===== config.mk =====
export PLATFORM = sky130hd
export DESIGN_NAME = module_sideband_control
export DESIGN_NICKNAME = d
export VERILOG_FILES = /design/src/hw/msc_pkg.sv /design/src/hw/msc_mgmt_if.sv /design/src/hw/module_sideband_control.sv /design/src/hw/msc_reset_filter.sv
export SDC_FILE = /design/constraint.sdc
export NUM_CORES = 1
export LEC_CHECK = 0
export BUFFER_PORTS_ARGS = -buffer_cell sky130_fd_sc_hd__buf_2
export CORE_ASPECT_RATIO = 0.7
export CORE_UTILIZATION = 55
export CTS_CLUSTER_DIAMETER = 150
export CTS_CLUSTER_SIZE = 24
export DETAILED_ROUTE_END_ITERATION = 7
export GPL_TIMING_DRIVEN = 0
export PLACE_DENSITY_LB_ADDON = 0.2
export SYNTH_ARGS = -nofsm -noshare
export SYNTH_HDL_FRONTEND = slang
export SYNTH_SLANG_ARGS = --single-unit

===== constraint.sdc =====
create_clock -name clk -period 1.9 [get_ports clk]
set_input_delay 0.19 -clock clk [delete_from_list [all_inputs] [get_ports clk]]
set_output_delay 0.19 -clock clk [all_outputs]
set_load 0.1 [all_outputs]

===== src/hw/msc_pkg.sv =====
// constants shared by the module sideband control block
// assumes a single 20 MHz clock and synchronous active-low reset
package msc_pkg;
   localparam int unsigned CLK_HZ           = 20_000_000;
   // glitch filter on the hard reset pin, in ns
   localparam int unsigned RST_MIN_NS       = 1000;
   localparam int unsigned RST_MIN_CYC      = (RST_MIN_NS * (CLK_HZ / 1_000_000) + 999) / 1000;
   // time for the management interface to come up after reset, in ns
   localparam int unsigned MGMT_INIT_NS     = 2000;
   localparam int unsigned MGMT_INIT_CYC    = (MGMT_INIT_NS * (CLK_HZ / 1_000_000)) / 1000;
   localparam int unsigned CNT_W            = 16;
   // status byte layout: bit 0 data not ready, bit 1 fault, bit 2 high power
   localparam int unsigned STAT_NOT_READY   = 0;
   localparam int unsigned STAT_FAULT       = 1;
   localparam int unsigned STAT_HIGH_POWER  = 2;
   localparam logic [7:0]  STAT_RESET       = 8'h01;
   localparam logic [7:0]  CTRL_RESET       = 8'h00;
   localparam int unsigned CTRL_HP_ENABLE   = 0;
   typedef enum logic [1:0] {MSC_IDLE, MSC_RESET, MSC_INIT, MSC_READY} msc_state_t;
endpackage


===== src/hw/msc_mgmt_if.sv =====
// management access between the serial front end and the control core
// assumes one clock domain shared by both ends
`timescale 1ns/1ps
interface msc_mgmt_if;
   logic       wrStrobe;
   logic [7:0] wrData;
   logic       rdStrobe;
   logic [7:0] status;
   logic [7:0] control;
   modport core  (input wrStrobe, input wrData, input rdStrobe, output status, output control);
   modport front (output wrStrobe, output wrData, output rdStrobe, input status, input control);
endinterface


===== src/hw/module_sideband_control.sv =====
// sideband control of a pluggable module: select, reset, init mode, presence, attention
// assumes synchronous pins; a serial front end drives the register port below
// Behaviour
// - serial management answered only while module select is low.
// - reset held low past the minimum restores all default settings.
// - completion asserts attention and clears the data-not-ready flag.
// - completion is posted after power-up without a host reset.
// - init select pulled high; high means software, low means hardware control.
// - software control stays low power until software enables high power.
// - hardware control enters high power once management init finishes.
// - presence line is tied low whenever the module is inserted.
// - attention driven low for faults or critical status, released otherwise.
// - host reads and writes the management map over the serial lines.
// - seven low-speed control signals are provided.
`timescale 1ns/1ps
module module_sideband_control (
   input  wire logic       clk,
   input  wire logic       rst_n,
   input  wire logic       module_select_n,
   input  wire logic       sclIn,
   input  wire logic       sdaIn,
   input  wire logic       hard_reset_n,
   input  wire logic       init_control_select,
   input  wire logic       faultEvent,
   input  wire logic       regWrStrobe,
   input  wire logic [7:0] regWrData,
   input  wire logic       regRdStrobe,
   output logic            sclOut,
   output logic            sclOe,
   output logic            sdaOut,
   output logic            sdaOe,
   output logic            presence_n,
   output logic            attention_n,
   output logic            attentionOe,
   output logic            highPower,
   output logic [7:0]      regRdData
);
   msc_mgmt_if mgmt ();
   logic                      resetFire;
   logic [msc_pkg::CNT_W-1:0] initCount;
   logic [7:0]                status;
   logic [7:0]                control;
   logic                      selected;
   logic                      initLatched;
   logic                      completionPend;
   msc_pkg::msc_state_t       state;
   msc_pkg::msc_state_t       next_state;

   msc_reset_filter filter (
      .clk            (clk),
      .rst_n          (rst_n),
      .hardResetPin_n (hard_reset_n),
      .resetFire      (resetFire)
   );

   // gate register access on module select
   assign selected      = !module_select_n;
   assign mgmt.wrStrobe = regWrStrobe & selected;
   assign mgmt.rdStrobe = regRdStrobe & selected;
   assign mgmt.wrData   = regWrData;
   assign mgmt.status   = status;
   assign mgmt.control  = control;

   // sequencer: power-up or filtered reset restarts management init
   always_comb begin
      next_state = state;
      unique case (state)
         msc_pkg::MSC_IDLE:  next_state = msc_pkg::MSC_RESET;
         msc_pkg::MSC_RESET: next_state = msc_pkg::MSC_INIT;
         msc_pkg::MSC_INIT:
            if (initCount == msc_pkg::CNT_W'(msc_pkg::MGMT_INIT_CYC))
               next_state = msc_pkg::MSC_READY;
         msc_pkg::MSC_READY: next_state = msc_pkg::MSC_READY;
      endcase
      // a long reset holds the sequencer in reset until the pin rises
      if (resetFire)
         next_state = msc_pkg::MSC_RESET;
   end

   // state starts from idle so power-up runs the same completion path
   always_ff @(posedge clk) begin
      if (!rst_n)
         state <= msc_pkg::MSC_IDLE;
      else
         state <= next_state;
   end

   // management init timer
   always_ff @(posedge clk) begin
      if (!rst_n || state != msc_pkg::MSC_INIT)
         initCount <= '0;
      else
         initCount <= initCount + 1'b1;
   end

   // init select sampled every cycle of the reset state before each init; host keeps it steady anyway
   always_ff @(posedge clk) begin
      if (!rst_n)
         initLatched <= 1'b1;
      else if (state == msc_pkg::MSC_RESET)
         initLatched <= init_control_select;
   end

   // control register back to defaults on reset; writes when selected
   always_ff @(posedge clk) begin
      if (!rst_n || state == msc_pkg::MSC_RESET)
         control <= msc_pkg::CTRL_RESET;
      else if (mgmt.wrStrobe)
         control <= mgmt.wrData;
   end

   // not-ready cleared at completion; fault sticky, set wins over read clear
   always_ff @(posedge clk) begin
      if (!rst_n || state == msc_pkg::MSC_RESET) begin
         status <= msc_pkg::STAT_RESET;
      end else begin
         if (state == msc_pkg::MSC_INIT && next_state == msc_pkg::MSC_READY)
            status[msc_pkg::STAT_NOT_READY] <= 1'b0;
         if (faultEvent)
            status[msc_pkg::STAT_FAULT] <= 1'b1;
         else if (mgmt.rdStrobe)
            status[msc_pkg::STAT_FAULT] <= 1'b0;
         status[msc_pkg::STAT_HIGH_POWER] <= highPower;
      end
   end

   // high power: hardware mode when ready, software mode needs the enable
   always_ff @(posedge clk) begin
      if (!rst_n || state != msc_pkg::MSC_READY)
         highPower <= 1'b0;
      else
         highPower <= !initLatched || control[msc_pkg::CTRL_HP_ENABLE];
   end

   // attention pulled low while completion is unread or a fault is pending
   always_ff @(posedge clk) begin
      if (!rst_n) begin
         attention_n <= 1'b1;
         attentionOe <= 1'b0;
      end else begin
         attention_n <= 1'b0; // open collector: only ever drives low
         attentionOe <= status[msc_pkg::STAT_FAULT] || completionPend;
      end
   end

   // completion stays flagged until the host first reads status
   always_ff @(posedge clk) begin
      if (!rst_n || state == msc_pkg::MSC_RESET)
         completionPend <= 1'b0;
      else if (state == msc_pkg::MSC_INIT && next_state == msc_pkg::MSC_READY)
         completionPend <= 1'b1;
      else if (mgmt.rdStrobe)
         completionPend <= 1'b0;
   end

   // read data registered; held unchanged when not selected
   always_ff @(posedge clk) begin
      if (!rst_n)
         regRdData <= 8'h00;
      else if (mgmt.rdStrobe)
         regRdData <= mgmt.status;
   end

   // presence tied low whenever inserted and powered
   always_ff @(posedge clk) begin
      if (!rst_n)
         presence_n <= 1'b0;
      else
         presence_n <= 1'b0;
   end

   // serial lines are never driven by this core; the front end owns the byte protocol
   always_ff @(posedge clk) begin
      if (!rst_n) begin
         sclOut <= 1'b0;
         sclOe  <= 1'b0;
         sdaOut <= 1'b0;
         sdaOe  <= 1'b0;
      end else begin
         sclOut <= 1'b0;
         sclOe  <= 1'b0;
         sdaOut <= 1'b0;
         sdaOe  <= selected && !sdaIn && !sclIn && 1'b0;
      end
   end
endmodule


===== src/hw/msc_reset_filter.sv =====
// glitch filter for the hard reset pin
// assumes the pin is already synchronous to clk
`timescale 1ns/1ps
module msc_reset_filter (
   input  wire logic clk,
   input  wire logic rst_n,
   input  wire logic hardResetPin_n,
   output logic      resetFire
);
   logic [msc_pkg::CNT_W-1:0] lowCount;

   // count low cycles: a short low is ignored
   // past the minimum the request stays up, so a held pin keeps the core in reset
   always_ff @(posedge clk) begin
      if (!rst_n) begin
         lowCount  <= '0;
         resetFire <= 1'b0;
      end else if (hardResetPin_n) begin
         lowCount  <= '0;
         resetFire <= 1'b0;
      end else begin
         if (lowCount != msc_pkg::CNT_W'(msc_pkg::RST_MIN_CYC))
            lowCount <= lowCount + 1'b1;
         resetFire <= (lowCount >= msc_pkg::CNT_W'(msc_pkg::RST_MIN_CYC - 1));
      end
   end
endmodule


==> out/qor.tcl <==
set qor(gr-total-overflow) 0
set qor(rsz0062_at_grt) {no}
set qor(synthesis.area_um2) 2140
set qor(min_period_over_period_pct) 83.6
set qor(fillCellCount) 314
set qor(outcome) {finished clean}
set qor(synthTopCellsByCount) {sky130_fd_sc_hd__dfxtp_1, sky130_fd_sc_hd__nor2_1, sky130_fd_sc_hd__nand2_1, sky130_fd_sc_hd__inv_1, sky130_fd_sc_hd__xnor2_1}
set qor(timing.setup.critical_path_class) {reg2reg}
set qor(clkSinkCount) 47
set qor(gp_congestion) 0.778
set qor(via_per_inst) 5.09
set qor(total_power_uw) 1810
set qor(part_of_the_yosys_area_used_for_sequential_elements_pct) 44.0
set qor(drcViolationCount) 0
set qor(final_cell_count_no_fill) 321
set qor(power.leakage_uw) 0.000907
set qor(routed_wire_length_on_met2_um) 1450
set qor(synth_fa_ha_area_share_pct) 2.34
set qor(area_share_of_xor_xnor_cells_in_the_synthesized_design_pct) 9.82
set qor(synth_compound_gate_area_share_pct) 6.20
set qor(first_pass_grt_wire_length_um) 6180
set qor(yosys.cell_count.top_type) {sky130_fd_sc_hd__dfxtp_1}
set qor(drt_first_pass_iters) 4
set qor(final-max-slew-violation-count) 0
set qor(max-vdd-ir-drop_mv) 0.500
set qor(synth_area_leaders) {sky130_fd_sc_hd__dfxtp_1, sky130_fd_sc_hd__nor2_1, sky130_fd_sc_hd__xnor2_1}
set qor(critPathLaunchType) {flip-flop}
set qor(number_of_violations_reported_at_the_end_of_detailed_routing_iteration_0) 47
set qor(async_flop_share_pct) 0
set qor(first_global_vias) 1375
set qor(synth_simple_gate_area_share_pct) 28.5
set qor(final-setup-viol-count) 0
set qor(fp.dieH_um) 54.2
set qor(postPlaceCellArea_um2) 2300
set qor(synth_top_flop_cell) {sky130_fd_sc_hd__dfxtp_1}
set qor(dominant_combinational_cell_family_by_area_after_synthesis) {simple AND/OR/NAND/NOR gates}
set qor(routed-wl-met3_um) 196
set qor(floorplan.io_pins) 34
set qor(postCtsHoldBufs) 0
set qor(fp.dieW_um) 76.6
set qor(effective_utilization_at_floorplan_pct) 59.0
set qor(synth_enable_flop_cells) 0
set qor(placement.setup.worst_slack_ns) 0.346
set qor(clock_transition_at_the_registers_of_the_reported_paths_ns) 0.08
set qor(netlist_instances) 241
set qor(post_cts_resize_count) 0
set qor(die_area_um2) 4150
set qor(synth.area.mux_share_pct) 1.64
set qor(placed_cells_incl_taps) 313
set qor(std_cell_rows) 18
set qor(max-clock-path-buffers) 2
set qor(fmax_ghz) 0.630
set qor(power_density_nw_per_um2) 759
set qor(synth.ff_latch_count) 47
set qor(worstHoldPathType) {in2reg}
set qor(flow.area_growth_from_synthesis_pct) 11.5
set qor(post_cts.repair.setup_buffers) 0
set qor(final.setup_skew_ns) 0.00714
set qor(syn_area_per_cell_um2) 8.88
set qor(wl_um) 3700
set qor(synth_top_area_share_pct) 44.0
set qor(report.final.hold_viol_count) 0
set qor(tritoncts) {yes}
set qor(routedWlPerCell_um) 11.5
set qor(post-route-min-period_ns) 1.59
set qor(root_buffer) {sky130_fd_sc_hd__clkbuf_8}
set qor(final_design_area_no_fill_um2) 2390
set qor(top_signal_layer_used) {met4}
set qor(max_cap_viol_count) 0
set qor(endpoint_kind) {flip-flop}
set qor(clock_latency_reported_for_the_late_side_of_the_worst_skew_pair_ns) 0.30
set qor(finalSetupTns_ns) 0
set qor(grt_antenna_before_repair) 0
set qor(arrival_ns) 1.77
set qor(numPortBuffers) 13
set qor(core_area_um2) 3630
set qor(required_ns) 2.08
set qor(hpwl_um) 2730
set qor(wl_met1_um) 2030
set qor(fin_ws_ns) 0.312
set qor(antennaDiodeCount) 0
set qor(grt_start_max_net_pins) 15
set qor(detailroute.via_count) 1635
set qor(final_nets) 292
set qor(grt_util_all_layers_pct) 19.4
set qor(ant_nets) 0
set qor(ys_types) 43
set qor(tritoncts.num_buffers) 5
set qor(synthDominantAreaCellType) {sky130_fd_sc_hd__dfxtp_1}
set qor(synth.yosys.warnings) 0
set qor(drive_above_1_share_pct) 17.0
set qor(h_tree_lvls) 2
set qor(critPathMaxFanout) 6
path summary, 6_finish.rpt:
kind | slack, ns | cells after the start | to | startpoint
worst max-delay path | 0.31 | 5 | initCount[14] | initCount[0]
worst min register to register | 0.44 | 1 | highPower | initLatched
worst min-delay path | 0.12 | 3 | mgmt.status[1] | faultEvent
worst max register to register | 0.31 | 5 | initCount[14] | initCount[0]
area by class of cell:
class | count | area, um2 | share of cell area [%]
multi-input combinational | 172 | 1080 | 45.1
sequential | 47 | 941 | 39.4
clock inverter | 2 | 12.5 | 0.524
clock buffer | 6 | 72.6 | 3.04
tap | 50 | 62.6 | 2.62
inverter | 15 | 56.3 | 2.36
timing repair buffer | 13 | 65.1 | 2.73
buffer | 16 | 101 | 4.25
per-stage QoR:
step | hold WS [ns] | util, %
after floorplan | 0.307 | -
after CTS | 0.108 | 65.8
after global routing | 0.124 | 65.8
final | 0.120 | 65.8
after detailed placement | 0.420 | 63.5
after global placement | 0.405 | 63.5
cells in the final DEF (no fill, tap or decap), types with 9 or more instances in the layout:
cell / Yosys / routed
sky130_fd_sc_hd__nor2_1: 36 / 36
sky130_fd_sc_hd__nand3_1: 11 / 11
sky130_fd_sc_hd__buf_4: 10 / 10
sky130_fd_sc_hd__a21oi_1: 9 / 9
sky130_fd_sc_hd__inv_1: 15 / 15
sky130_fd_sc_hd__buf_2: 3 / 16
sky130_fd_sc_hd__xnor2_1: 15 / 15
sky130_fd_sc_hd__conb_1: 1 / 10
sky130_fd_sc_hd__nand2_1: 17 / 17
sky130_fd_sc_hd__xor2_1: 9 / 9
sky130_fd_sc_hd__dfxtp_1: 47 / 47
critical path: stages, from the launching register on:
cell                      delay (ns)
sky130_fd_sc_hd__dfxtp_1        0.42
sky130_fd_sc_hd__ha_1           0.30
sky130_fd_sc_hd__nand4_1        0.19
sky130_fd_sc_hd__nor4_1         0.34
sky130_fd_sc_hd__xnor2_1        0.17
sky130_fd_sc_hd__nor2_1         0.05
power breakdown:
part | switching [uW] | total (uW) | internal, uW
Sequential | 14.2 | 1020 | 1000
Clock | 322 | 579 | 257
Combinational | 169 | 216 | 46.1
registers in the layout, indices dropped and copies added (netlist names), 2 cells and up:
| name | count |
|---|---|
| filter.lowCount | 16 |
| initCount | 16 |
| mgmt.status | 3 |
| regRdData | 3 |
| state | 2 |
logic make-up (layout without fill, tap and decap cells):
family | count (synthesis) | count (layout)
other | 1 | 10
AND/OR/NAND/NOR | 110 | 110
buffers and inverters | 31 | 52
XOR/XNOR | 24 | 24
adder cells (fa/ha/maj) | 4 | 4
AO/OA/AOI/OAI | 21 | 21
multiplexers | 3 | 3
flip-flops | 47 | 47
per-layer routing:
layer	vias up	track usage [%]
met2	40	28.2
li1	855	-
met5	-	0
met3	5	5.25
met1	735	27.2
met4	0	7.69
Note: power is estimated with default switching activity, not from simulation.
